`config.mk`:
```
export PLATFORM = sky130hd
export DESIGN_NAME = ldt_display_timing
export DESIGN_NICKNAME = d
export VERILOG_FILES = /design/src/hw/ldt_pkg.sv /design/src/hw/ldt_sync3.sv /design/src/hw/ldt_fifo.sv /design/src/hw/ldt_display_timing.sv
export SDC_FILE = /design/constraint.sdc
export NUM_CORES = 2
export LEC_CHECK = 0
export BUFFER_PORTS_ARGS = -buffer_cell sky130_fd_sc_hd__clkbuf_2
export CELL_PAD_IN_SITES_DETAIL_PLACEMENT = 1
export CELL_PAD_IN_SITES_GLOBAL_PLACEMENT = 1
export CORE_MARGIN = 5
export CORE_UTILIZATION = 30
export CTS_BUF_LIST = sky130_fd_sc_hd__clkbuf_16
export DETAILED_ROUTE_END_ITERATION = 7
export PLACE_DENSITY = 0.48
export SLEW_MARGIN = 0
export SYNTH_ARGS = -nofsm -noshare
export SYNTH_HDL_FRONTEND = slang
export SYNTH_MEMORY_MAX_BITS = 65536
export SYNTH_SLANG_ARGS = --single-unit
export TNS_END_PERCENT = 30
```
`constraint.sdc`:
```
create_clock -name i_clk -period 8.65 [get_ports i_clk]
set_input_delay 1.2975 -clock i_clk [delete_from_list [all_inputs] [get_ports i_clk]]
set_output_delay 1.2975 -clock i_clk [all_outputs]
set_load 0.02 [all_outputs]
```
`src/hw/ldt_pkg.sv`:
```
// Shared constants, command codes and carriers for the display timing block
package ldt_pkg;

    // ==========================================================
    // Display geometry
    localparam int         ROW_BITS        = 132;
    localparam int         DRIVE_OUTS      = 133;
    localparam int         ROW_FIFO_DEPTH  = 32;
    localparam logic [6:0] LINES_PER_FRAME = 7'h41;
    localparam logic [6:0] LINE_RESET      = 7'h00;

    // ==========================================================
    // Timing
    localparam int          CLK_PERIOD_NS = 10;
    localparam int          LINE_HALF_NS  = 10000;
    localparam logic [15:0] LINE_HALF_CYC = 16'(LINE_HALF_NS / CLK_PERIOD_NS);

    // ==========================================================
    // Power control and volume fields
    localparam int         PWR_BOOST_BIT  = 2;
    localparam int         PWR_REG_BIT    = 1;
    localparam int         PWR_FOLLOW_BIT = 0;
    localparam logic [2:0] PWR_RESET      = 3'h0;
    localparam logic [4:0] VOLUME_RESET   = 5'h00;
    localparam logic [5:0] START_RESET    = 6'h00;

    // ==========================================================
    // Commands
    typedef enum logic [2:0] {
        CMD_NOP        = 3'b000,
        CMD_POWER      = 3'b001,
        CMD_START_LINE = 3'b010,
        CMD_DISP_ON    = 3'b011,
        CMD_REVERSE    = 3'b100,
        CMD_ALL_ON     = 3'b101,
        CMD_VOLUME     = 3'b110
    } ldt_cmd_e;

    typedef struct packed {
        logic     valid;
        ldt_cmd_e kind;
        logic [7:0] data;
    } ldt_cmd_s;

    typedef struct packed {
        logic booster;
        logic regulator;
        logic follower;
    } ldt_pwr_s;

    typedef logic [DRIVE_OUTS-1:0][1:0] ldt_drive_t;

endpackage

```
`src/hw/ldt_sync3.sv`:
```
// Three-stage synchroniser with agreement filter for pin inputs
`timescale 1ns/100ps
module ldt_sync3 (
    input  wire logic i_clk,
    input  wire logic i_resetn,
    input  wire logic i_async,
    output logic      o_level
);
    logic s1_q;
    logic s2_q;
    logic s3_q;

    always_ff @(posedge i_clk or negedge i_resetn) begin
        if (!i_resetn) begin
            s1_q <= 1'b0;
            s2_q <= 1'b0;
            s3_q <= 1'b0;
        end else begin
            s1_q <= i_async;
            s2_q <= s1_q;
            s3_q <= s2_q;
        end
    end

    // Level moves only once the last two stages agree
    always_ff @(posedge i_clk or negedge i_resetn) begin
        if (!i_resetn) begin
            o_level <= 1'b0;
        end else if (s2_q == s3_q) begin
            o_level <= s3_q;
        end
    end
endmodule

```
`src/hw/ldt_fifo.sv`:
```
// Row buffer FIFO with valid/ready on both sides
`timescale 1ns/100ps
module ldt_fifo #(
    parameter int WIDTH = 132,
    parameter int DEPTH = 32
) (
    input  wire logic             i_clk,
    input  wire logic             i_resetn,
    input  wire logic             i_in_valid,
    input  wire logic [WIDTH-1:0] i_in_data,
    output logic                  o_in_ready,
    output logic                  o_out_valid,
    output logic      [WIDTH-1:0] o_out_data,
    input  wire logic             i_out_ready
);
    localparam int AW = $clog2(DEPTH);

    logic [WIDTH-1:0] mem [DEPTH];
    logic [AW:0]      wr_q;
    logic [AW:0]      rd_q;
    logic [AW:0]      count_d;
    logic             push;
    logic             pop;

    assign push = i_in_valid && o_in_ready;
    assign pop  = o_out_valid && i_out_ready;
    assign o_out_data = mem[rd_q[AW-1:0]];
    assign count_d = (wr_q - rd_q) + (AW+1)'(push) - (AW+1)'(pop);

    always_ff @(posedge i_clk) begin
        if (push) begin
            mem[wr_q[AW-1:0]] <= i_in_data;
        end
    end

    always_ff @(posedge i_clk or negedge i_resetn) begin
        if (!i_resetn) begin
            wr_q        <= '0;
            rd_q        <= '0;
            o_in_ready  <= 1'b0;
            o_out_valid <= 1'b0;
        end else begin
            wr_q        <= wr_q + (AW+1)'(push);
            rd_q        <= rd_q + (AW+1)'(pop);
            o_in_ready  <= count_d != (AW+1)'(DEPTH);
            o_out_valid <= count_d != '0;
        end
    end
endmodule

```
`src/hw/ldt_display_timing.sv`:
```
// Display timing generator, row latch, drive selector and power control
// Function
// - Line clock advances the line counter and strobes the row latch.
// - Each line clock with a 132-bit row waiting latches it onto segment outputs, address in step.
// - Refresh reads run on their own port, independent of host access.
// - Polarity is derived from line clock, alternating over two frames.
// - Slave takes polarity and line clock as inputs and runs from them.
// - Master divides its oscillator into the line clock and drives it out.
// - Polarity toggle gives a common start pulse from the prior trailing edge.
// - Common start output driven only in master mode, released in slave.
// - Master drives polarity, line clock, display off; slave receives all three.
// - Latched row is held for one full common period.
// - Reverse, on/off and all-on act on the latch, never on RAM.
// - Each of 133 outputs selects one of two of four levels: segments level 0 or 1, the common level 2 or 3.
// - Oscillator runs only in master mode.
// - Supply circuits are usable only in master mode.
// - Power command loads booster, regulator, follower enables from D2..D0.
// - Oscillator keeps running while the booster is enabled.
// - Volume of zero switches off the added reference current.
// - Polarity toggle loads the start line; line clock increments it.
`timescale 1ns/100ps
module ldt_display_timing (
    input  wire logic                  i_clk,
    input  wire logic                  i_resetn,
    input  wire logic                  i_master_mode,
    input  wire logic                  i_line_clk,
    input  wire logic                  i_polarity,
    input  wire logic                  i_display_off_ctl,
    input  wire ldt_pkg::ldt_cmd_s     i_cmd,
    input  wire logic                  i_row_valid,
    input  wire logic [131:0]          i_row_data,
    output logic                       o_row_ready,
    output logic [6:0]                 o_row_addr,
    output logic                       o_line_clk,
    output logic                       o_line_clk_oe,
    output logic                       o_polarity,
    output logic                       o_polarity_oe,
    output logic                       o_display_off_ctl,
    output logic                       o_display_off_oe,
    output logic                       o_common_start_pulse,
    output logic                       o_common_start_oe,
    output logic [131:0]               o_segment_output,
    output ldt_pkg::ldt_drive_t        o_drive_sel,
    output ldt_pkg::ldt_pwr_s          o_pwr,
    output logic                       o_osc_run,
    output logic                       o_iref_en,
    output logic [4:0]                 o_volume
);
    // ==========================================================
    // Pin synchronisers
    logic master_q;
    logic ext_clk;
    logic ext_pol;
    logic ext_off;
    logic ext_clk_q;
    logic ext_pol_q;

    ldt_sync3 u_sync_mode (
        .i_clk    (i_clk),
        .i_resetn (i_resetn),
        .i_async  (i_master_mode),
        .o_level  (master_q)
    );
    ldt_sync3 u_sync_clk (
        .i_clk    (i_clk),
        .i_resetn (i_resetn),
        .i_async  (i_line_clk),
        .o_level  (ext_clk)
    );
    ldt_sync3 u_sync_pol (
        .i_clk    (i_clk),
        .i_resetn (i_resetn),
        .i_async  (i_polarity),
        .o_level  (ext_pol)
    );
    ldt_sync3 u_sync_off (
        .i_clk    (i_clk),
        .i_resetn (i_resetn),
        .i_async  (i_display_off_ctl),
        .o_level  (ext_off)
    );

    always_ff @(posedge i_clk or negedge i_resetn) begin
        if (!i_resetn) begin
            ext_clk_q <= 1'b0;
            ext_pol_q <= 1'b0;
        end else begin
            ext_clk_q <= ext_clk;
            ext_pol_q <= ext_pol;
        end
    end

    // ==========================================================
    // Command registers
    logic [2:0] pwr_q;
    logic [5:0] start_line_q;
    logic       disp_on_q;
    logic       reverse_q;
    logic       all_on_q;
    logic [4:0] volume_q;

    always_ff @(posedge i_clk or negedge i_resetn) begin
        if (!i_resetn) begin
            pwr_q        <= ldt_pkg::PWR_RESET;
            start_line_q <= ldt_pkg::START_RESET;
            disp_on_q    <= 1'b0;
            reverse_q    <= 1'b0;
            all_on_q     <= 1'b0;
            volume_q     <= ldt_pkg::VOLUME_RESET;
        end else if (i_cmd.valid) begin
            case (i_cmd.kind)
                ldt_pkg::CMD_POWER:      pwr_q        <= i_cmd.data[2:0];
                ldt_pkg::CMD_START_LINE: start_line_q <= i_cmd.data[5:0];
                ldt_pkg::CMD_DISP_ON:    disp_on_q    <= i_cmd.data[0];
                ldt_pkg::CMD_REVERSE:    reverse_q    <= i_cmd.data[0];
                ldt_pkg::CMD_ALL_ON:     all_on_q     <= i_cmd.data[0];
                ldt_pkg::CMD_VOLUME:     volume_q     <= i_cmd.data[4:0];
                default: ;
            endcase
        end
    end

    // ==========================================================
    // Master line clock divider
    logic [15:0] div_q;
    logic        mclk_q;

    always_ff @(posedge i_clk or negedge i_resetn) begin
        if (!i_resetn) begin
            div_q  <= 16'h0000;
            mclk_q <= 1'b0;
        end else if (!master_q) begin
            div_q  <= 16'h0000;
            mclk_q <= 1'b0;
        end else if (div_q == ldt_pkg::LINE_HALF_CYC - 16'h0001) begin
            div_q  <= 16'h0000;
            mclk_q <= ~mclk_q;
        end else begin
            div_q <= div_q + 16'h0001;
        end
    end

    // ==========================================================
    // Line events: rising edge is the tick, falling edge is trailing
    logic tick;
    logic trail;
    logic mtick;
    logic mtrail;
    logic last_line;
    logic pol_q;
    logic pol_chg;
    logic [6:0] line_cnt_q;

    assign mtick  = master_q && mclk_q == 1'b0 &&
                    div_q == ldt_pkg::LINE_HALF_CYC - 16'h0001;
    assign mtrail = master_q && mclk_q == 1'b1 &&
                    div_q == ldt_pkg::LINE_HALF_CYC - 16'h0001;
    assign tick   = master_q ? mtick : (ext_clk && !ext_clk_q);
    assign trail  = master_q ? mtrail : (!ext_clk && ext_clk_q);
    assign last_line = line_cnt_q == ldt_pkg::LINES_PER_FRAME - 7'h01;
    assign pol_chg = master_q ? (mtick && last_line) : (ext_pol != ext_pol_q);

    // Polarity flips once per frame, so a full cycle spans two frames
    always_ff @(posedge i_clk or negedge i_resetn) begin
        if (!i_resetn) begin
            pol_q <= 1'b0;
        end else if (master_q) begin
            if (pol_chg) begin
                pol_q <= ~pol_q;
            end
        end else begin
            pol_q <= ext_pol;
        end
    end

    always_ff @(posedge i_clk or negedge i_resetn) begin
        if (!i_resetn) begin
            line_cnt_q <= ldt_pkg::LINE_RESET;
        end else if (pol_chg) begin
            line_cnt_q <= {1'b0, start_line_q};
        end else if (tick) begin
            line_cnt_q <= last_line ? ldt_pkg::LINE_RESET
                                    : line_cnt_q + 7'h01;
        end
    end

    // ==========================================================
    // Row path: refresh port feeds the FIFO, tick pops into the latch
    logic         fifo_valid;
    logic [131:0] fifo_data;
    logic [131:0] latch_q;
    logic         pop;

    assign pop = tick && fifo_valid;

    ldt_fifo #(
        .WIDTH (ldt_pkg::ROW_BITS),
        .DEPTH (ldt_pkg::ROW_FIFO_DEPTH)
    ) u_row_fifo (
        .i_clk       (i_clk),
        .i_resetn    (i_resetn),
        .i_in_valid  (i_row_valid),
        .i_in_data   (i_row_data),
        .o_in_ready  (o_row_ready),
        .o_out_valid (fifo_valid),
        .o_out_data  (fifo_data),
        .i_out_ready (tick)
    );

    always_ff @(posedge i_clk or negedge i_resetn) begin
        if (!i_resetn) begin
            latch_q    <= '0;
            o_row_addr <= ldt_pkg::LINE_RESET;
        end else if (tick) begin
            if (pop) begin
                latch_q <= fifo_data;
            end
            o_row_addr <= line_cnt_q;
        end
    end

    // ==========================================================
    // Segment data and drive selection
    logic         blank;
    logic [131:0] seg_d;

    assign blank = master_q ? !disp_on_q : ext_off;

    always_comb begin
        if (blank) begin
            seg_d = '0;
        end else if (all_on_q) begin
            seg_d = '1;
        end else begin
            seg_d = reverse_q ? ~latch_q : latch_q;
        end
    end

    always_ff @(posedge i_clk or negedge i_resetn) begin
        if (!i_resetn) begin
            o_segment_output <= '0;
            o_drive_sel      <= '0;
        end else begin
            o_segment_output <= seg_d;
            for (int i = 0; i < ldt_pkg::ROW_BITS; i++) begin
                o_drive_sel[i] <= {1'b0, seg_d[i] ^ pol_q};
            end
            o_drive_sel[ldt_pkg::ROW_BITS] <= {1'b1, last_line ^ pol_q};
        end
    end

    // ==========================================================
    // Link pins
    logic start_q;

    always_ff @(posedge i_clk or negedge i_resetn) begin
        if (!i_resetn) begin
            start_q <= 1'b0;
        end else if (!master_q) begin
            start_q <= 1'b0;
        end else if (trail) begin
            start_q <= last_line;
        end
    end

    always_ff @(posedge i_clk or negedge i_resetn) begin
        if (!i_resetn) begin
            o_line_clk           <= 1'b0;
            o_line_clk_oe        <= 1'b0;
            o_polarity           <= 1'b0;
            o_polarity_oe        <= 1'b0;
            o_display_off_ctl    <= 1'b0;
            o_display_off_oe     <= 1'b0;
            o_common_start_pulse <= 1'b0;
            o_common_start_oe    <= 1'b0;
        end else begin
            o_line_clk           <= mclk_q;
            o_line_clk_oe        <= master_q;
            o_polarity           <= pol_q;
            o_polarity_oe        <= master_q;
            o_display_off_ctl    <= !disp_on_q;
            o_display_off_oe     <= master_q;
            o_common_start_pulse <= start_q;
            o_common_start_oe    <= master_q;
        end
    end

    // ==========================================================
    // Supply control
    always_ff @(posedge i_clk or negedge i_resetn) begin
        if (!i_resetn) begin
            o_pwr     <= '0;
            o_osc_run <= 1'b0;
            o_iref_en <= 1'b0;
            o_volume  <= ldt_pkg::VOLUME_RESET;
        end else begin
            o_pwr.booster   <= master_q && pwr_q[ldt_pkg::PWR_BOOST_BIT];
            o_pwr.regulator <= master_q && pwr_q[ldt_pkg::PWR_REG_BIT];
            o_pwr.follower  <= master_q && pwr_q[ldt_pkg::PWR_FOLLOW_BIT];
            o_osc_run       <= master_q;
            o_iref_en       <= volume_q != ldt_pkg::VOLUME_RESET;
            o_volume        <= volume_q;
        end
    end

    // ==========================================================
    // Assertions
    AST_LATCH_ON_TICK: assert property (@(posedge i_clk) disable iff (!i_resetn)
        pop |=> latch_q == $past(fifo_data))
        else $error("row not latched on line tick");

    AST_LATCH_HOLD: assert property (@(posedge i_clk) disable iff (!i_resetn)
        !tick |=> $stable(latch_q))
        else $error("latch changed between ticks");

    AST_LINE_LOAD: assert property (@(posedge i_clk) disable iff (!i_resetn)
        pol_chg |=> line_cnt_q == {1'b0, $past(start_line_q)})
        else $error("start line not loaded on polarity change");

    AST_LINE_STEP: assert property (@(posedge i_clk) disable iff (!i_resetn)
        tick && !pol_chg && !last_line |=> line_cnt_q == $past(line_cnt_q) + 7'h01)
        else $error("line counter did not advance");

    AST_SLAVE_RELEASE: assert property (@(posedge i_clk) disable iff (!i_resetn)
        !master_q ##1 !master_q |-> !o_common_start_oe && !o_line_clk_oe && !o_polarity_oe)
        else $error("slave drives a link pin");

    AST_POWER_GATE: assert property (@(posedge i_clk) disable iff (!i_resetn)
        !master_q |=> o_pwr == '0)
        else $error("supply enabled in slave mode");

    AST_OSC_BOOST: assert property (@(posedge i_clk) disable iff (!i_resetn)
        o_pwr.booster |-> o_osc_run)
        else $error("booster on without oscillator");

    AST_IREF_OFF: assert property (@(posedge i_clk) disable iff (!i_resetn)
        volume_q == 5'h00 |=> !o_iref_en)
        else $error("reference current on at zero volume");

    AST_START_PULSE: assert property (@(posedge i_clk) disable iff (!i_resetn)
        master_q && $changed(pol_q) |-> start_q)
        else $error("no start pulse at polarity toggle");

    AST_BLANK: assert property (@(posedge i_clk) disable iff (!i_resetn)
        master_q && !disp_on_q |=> o_segment_output == '0)
        else $error("segments not blanked when display off");
endmodule

```
* Word level (Yosys, flattened, before mapping)
Memory sizes are Yosys's and may differ from the RTL's. A register that Yosys moved wholly into a read port is not among the register bits.
Index checks and enable logic that the tools add are counted.
** Storage, ports and cells
- Word-level logic and storage cells :: 385
- Memories kept :: 1
- Output and inout port bits :: 424
- RAM bits :: 4224
- Input port bits :: 151
- Flip-flop bits (word level) :: 362
** Memory list
- u_row_fifo.mem :: words 32, width 132, rd ports 1, clocked after Yosys merged registers in 1, wr ports 1, line ldt_fifo.sv:18 : logic [WIDTH-1:0] mem [DEPTH];
** Operators by class
- Eq/ne operators :: 17
- Add/subtract/negate cells :: 7
- Reductions and logical operators :: 26
- Multiplexer cells :: 20
- Bitwise gates (word level) :: 136
** Operator list (count)
- two-way mux 132 bit :: 3
- XOR 1 bit :: 133
- NOT 132 bit :: 1
- two-way mux 16 bit :: 2
- two-way mux 7 bit :: 3
- adder 6 x 1 -> 6 bit :: 3
- adder 16 x 1 -> 16 bit, second input constant :: 1
- equality test 16 x 10 -> 1 bit, second input constant :: 1
- AND reduction 2 bit :: 7
- logical AND 1 bit :: 12
- two-way mux 1 bit :: 12
- equality test 3 bit, second input constant :: 3
- adder 7 x 1 -> 7 bit, second input constant :: 1
- equality test 7 bit, second input constant :: 1
- equality test 3 x 2 -> 1 bit, second input constant :: 2
- != test 2 bit, second input constant :: 3
- != test 6 bit, second input constant :: 1
- nonzero test 6 bit :: 1
- subtractor 6 x 1 -> 6 bit :: 1
- subtractor 6 bit :: 1
- nonzero test 5 bit :: 1
- equality test 1 bit :: 4
- zero test 1 bit :: 4
- equality test 3 x 1 -> 1 bit, second input constant :: 1
- other kinds (3) :: 4

* Depth between registers and ports, before layout
- Depth after elaboration :: 7
- Gate-level depth with buffers :: 16
- Depth with buffers taken out :: 12

* Hierarchy
A second synthesis with hierarchy kept.
** Unflattened totals
- Cell total of the unflattened synthesis :: 10514
- Area, all modules :: 183369.6 µm²
** By module, submodules not included
- ldt_fifo :: cells an instance 8975, area an instance 163713.3 µm², times used 1
- ldt_display_timing :: cells an instance 1519, area an instance 19210.9 µm², times used 1
- ldt_sync3 :: cells an instance 5, area an instance 111.4 µm², times used 4

* Worst setup path before layout
Ideal clock, no wire load.
- Path kind :: input to register
- Start :: in i_row_valid
- End :: mem u_row_fifo.mem[12][0] (enable)
- Path buffers :: 2
- Setup time :: 626 ps
- Setup slack :: 267 ps
- Stages on the path :: 5
- Required time :: 8024 ps
- Arrival time :: 7758 ps
- Cell sequence :: and2_1 clkbuf_1 or3b_2 clkbuf_1 nor2_1
** Between the ends
- Word-level cells in the longest chain between the ends :: 3
** RTL lines
- from (decl) :: line ldt_display_timing.sv:30 : input wire logic i_row_valid,
- logical AND 1 bit :: line ldt_fifo.sv:25 : assign push = i_in_valid && o_in_ready;
- two-way mux 1 bit :: line ldt_fifo.sv:31 : if (push) begin
- two-way mux 1 bit (not written as such) :: line ldt_fifo.sv:32 : mem[wr_q[AW-1:0]] <= i_in_data;
- to (decl) :: line ldt_fifo.sv:18
No other way between the ends.

==> flow_summary_export.csv <==
group,metric,value,unit
logic_synthesis,ys_ff_latch,4718,
setup_path,endpoint_kind,"register",
setup_path,startpoint_type,"register",
logic_synthesis,avgSynthCellArea,21.0,sq um
clock_network,cts_sinks,4718,
setup_path,cp.arrival,5.66,ns
placed_design,portBuffers,440,
setup_path,r2r-end,"latch_q[26]$_DFFE_PN0P_",
logic_synthesis,yosysSeqAreaShare,0.770,
layout,area.growth.synth_to_final,16.2,%
power_and_ir_drop,power_leakage,70.0,nW
setup_path,critical_path.top_delay_family,"compound AO/OA/AOI/OAI gates",
drt,num_vias,89500,
drt,wirelength,565000,microns
die,fp.dieW,786,microns
logic_synthesis,synth-edff-count,4224,
drt,ant_nets,0,
die,pin_count,575,
setup_path,timing.rr.start,"u_row_fifo.rd_q[2]$_DFF_PN0_",
logic_synthesis,ys_warn_count,0,
sta,finalClockSkew,0.0657,ns
layout,fillers,58700,
drt,drcViolationCount,0,
logic_synthesis,yosysUniqueCellTypes,61,
setup_path,path_buf_inv,2,
setup_path,crit_path_cell_trace,"buf_4 -> nand2b_4 -> buf_4 -> o221ai_1 -> o22ai_1 -> a2111oi_0 -> a221o_1",
run_status,status,"complete, no violations",
sta,timing.hold.ws,0.156,ns
sta,setup_violations,0,
clock_network,cts_tree,"done",
clock_network,clk_path_buf_depth,4,
clock_network,cts_hold_buffers,0,
power_and_ir_drop,power.density,330,nW/um^2
setup_path,max_stage_delay,1.19,ns
clock_network,post_cts_buffers,0,
min_path,hold_class,"in2async",
sta,relSlewSlack,0.0348,
sta,fin_crit_sh,0.543,
sta,fmax,0.213,GHz
global_route,grt_pass1_wl,783000,microns
logic_synthesis,netlist_area,181000,sq um
sta,hold_violations,0,
drt,vias_per_cell,5.03,
die,rows,285,
sta,slew_viol_final,0,
global_route,antenna_found_initial,87,
global_route,grt_pass1_vias,96500,
global_route,grt_use_total,0.179,
setup_path,crit_slowest_cell,"a2111oi_0",
sta,tns,0,ns
placed_design,pre_cts_slack,3.45,ns
die,die_area,618000,sq um
die,die_h,786,microns
clock_network,h-tree-depth,6,
clock_network,clk_pin_slew,0.06,ns
sta,worst_slack,3.95,ns
logic_synthesis,netlist_instances,8612,
placed_design,dp_hpwl,291000,microns
die,core,602000,sq um
setup_path,crit_type,"reg2reg",
sta,grt_setup_unrepaired,"false",
clock_network,cts_resized,0,
drt,drt_iter0_markers,7621,
setup_path,worstPathMaxFanout,45,
clock_network,numCtsBuffers,540,
setup_path,cp_common_cell,"buf_4",
global_route,gr-total-overflow,0,
placed_design,gp_congestion,0.720,
die,start_util,0.300,
sta,tightest_slew,1.41,ns
clock_network,clockRootBuffer,"clkbuf_16",
sta,post-route-min-period,4.70,ns
layout,layout-drive-gt1-share,0.250,
power_and_ir_drop,peakVddDrop,0.000271,V
logic_synthesis,postSynth.asyncResetShare,0.105,
job,maxCapViolations,0,
logic_synthesis,synth_top_flop_cell,"edfxtp_1",
setup_path,required,9.61,ns
drt,drt-wirelength-per-cell,31.7,microns
setup_path,worstRegToRegCells,7,
setup_path,rrSetupSlack,3.95,ns
clock_network,clk_latency,1.08,ns
global_route,grt_max_degree,143,
layout,nNetsFinal,9478,
drt,firstDrtPassIters,7,
[sequential cells by signal (all words and copies together), names as in the netlist, 3 cells and up]
signal / cells
u_row_fifo.mem: 4224
o_drive_sel: 134
latch_q: 132
o_segment_output: 132
div_q: 16
line_cnt_q: 7
o_row_addr: 7
start_line_q: 6
u_row_fifo.rd_q: 6
u_row_fifo.wr_q: 6
o_volume: 5
volume_q: 5
o_pwr: 3
pwr_q: 3
[worst reg2reg max path: cells and delay by family, from the launching register on]
| family | cells | cell delay, ns |
|---|---|---|
| simple gates | 1 | 0.46 |
| compound gates | 4 | 1.95 |
| flops | 1 | 0.92 |
| buf+inv | 2 | 1.29 |
[per-layer routing]
metal | wire length, microns | GRT usage | up-vias
met2 | 280000 | 0.306 | 2423
met5 | 256 | 0 | -
met1 | 244000 | 0.242 | 49700
li1 | - | - | 36600
met3 | 26500 | 0.0247 | 803
met4 | 13800 | 0.0422 | 36
[per-stage QoR]
step	utilization	instance area (sq um)	std cells	power [mW]
final	0.349	210000	17800	69.2
after global routing	0.349	210000	17800	72.3
after CTS	0.349	210000	17800	70.4
after detailed placement	0.320	193000	16800	48.2
after global placement	0.320	193000	16800	48.0
after floorplan	-	181000	8743	41.2
[kinds of logic after synthesis]
group                      synth area share
AOI/OAI and AO/OA                    0.0299
xor gates and xnor gates             0.0142
adders and majority gates           0.00180
buffers and inverters                0.0191
DFF                                   0.770
muxes                                 0.146
other                             0.0000416
and+or+nand+nor                      0.0184
[layout make-up]
class,instances,area (sq um),share of cell area
flip-flops and latches,4718,139000,0.663
multi-input cells,3363,38800,0.185
clock buffers,551,13800,0.0657
well taps,8036,10100,0.0479
repair buffers,661,4510,0.0215
clock inverters,435,3350,0.0159
inverters,22,95.1,0.000453
diodes,14,35.0,0.000167
[synth_stat cells (4+ instances only)]
| library cell | number | area share |
|---|---|---|
| o21ai_1 | 6 | 0.00017 |
| inv_1 | 19 | 0.00039 |
| o32ai_1 | 6 | 0.00029 |
| clkbuf_1 | 273 | 0.0057 |
| o22ai_1 | 94 | 0.0033 |
| buf_4 | 186 | 0.0077 |
| a2bb2oi_1 | 14 | 0.00068 |
| nand3b_1 | 6 | 0.00025 |
| a2111oi_0 | 53 | 0.0026 |
| buf_1 | 43 | 0.00089 |
| nor3_1 | 6 | 0.00017 |
| and3_1 | 59 | 0.0020 |
| nand3_1 | 20 | 0.00055 |
| o31a_1 | 4 | 0.00019 |
| mux2_2 | 68 | 0.0042 |
| edfxtp_1 | 4224 | 0.70 |
| a21o_1 | 34 | 0.0014 |
| ha_1 | 18 | 0.0012 |
| nand2_1 | 231 | 0.0048 |
| mux2i_1 | 459 | 0.025 |
| mux4_2 | 935 | 0.12 |
| maj3_1 | 4 | 0.00022 |
| and2_1 | 10 | 0.00035 |
| a21oi_1 | 65 | 0.0018 |
| buf_6 | 16 | 0.0010 |
| xnor2_1 | 18 | 0.00087 |
| nand4_1 | 4 | 0.00014 |
| a221oi_1 | 45 | 0.0022 |
| o221ai_1 | 192 | 0.0093 |
| buf_2 | 121 | 0.0034 |
| xor2_1 | 275 | 0.013 |
| nor3b_1 | 4 | 0.00017 |
| o21ai_0 | 35 | 0.00097 |
| nor2_1 | 344 | 0.0071 |
| a211oi_1 | 20 | 0.00083 |
| o31ai_1 | 31 | 0.0013 |
| nor2b_1 | 34 | 0.0012 |
| dfrtp_1 | 494 | 0.068 |
| a221o_1 | 83 | 0.0046 |
| nand2b_1 | 22 | 0.00076 |
[worst max-delay path by stage]
stage,startpoint,to,cells after the start
after global routing,u_row_fifo.rd_q[2]$_DFF_PN0_,latch_q[26]$_DFFE_PN0P_,7
after detailed placement,i_row_valid,u_row_fifo.mem[17][8]$_DFFE_PP_,6
after floorplan,i_row_valid,u_row_fifo.mem[12][0]$_DFFE_PP_,5
after global placement,i_row_valid,u_row_fifo.mem[17][8]$_DFFE_PP_,6
final,u_row_fifo.rd_q[2]$_DFF_PN0_,latch_q[26]$_DFFE_PN0P_,7
after CTS,u_row_fifo.rd_q[1]$_DFF_PN0_,latch_q[86]$_DFFE_PN0P_,7
[layout by cell type (no fill, tap or decap), drive strengths merged, types with 11 or more instances in the layout]
cell     synthesis  final
a221oi          45     45
nor2           344    344
clkinv           2    210
diode            0     14
a2bb2oi         14     14
o31ai           31     31
xor2           275    275
nand2          231    231
mux2i          459    459
a221o           83     83
mux4           935    935
o22ai           94     94
nand3           20     20
a21oi           65     65
a2111oi         53     53
xnor2           18     18
buf            366    222
inv             20    212
nor2b           34     34
dfrtp          494    494
o221ai         192    192
o21ai           41     41
a21o            34     34
and2            11     11
edfxtp        4224   4224
and3            59     59
conb             2    133
clkbuf         274    990
mux2            68     68
a211oi          20     20
ha              18     18
bufinv           0     26
nand2b          22     22
[where the power goes]
part	leakage [nW]	internal [mW]	switching, mW
combinational	16.9	7.48	11.4
sequential	44.1	27.1	1.15
clock	8.96	12.4	9.53
total	70.0	47.1	22.1
(Power assumes the default switching activity.)
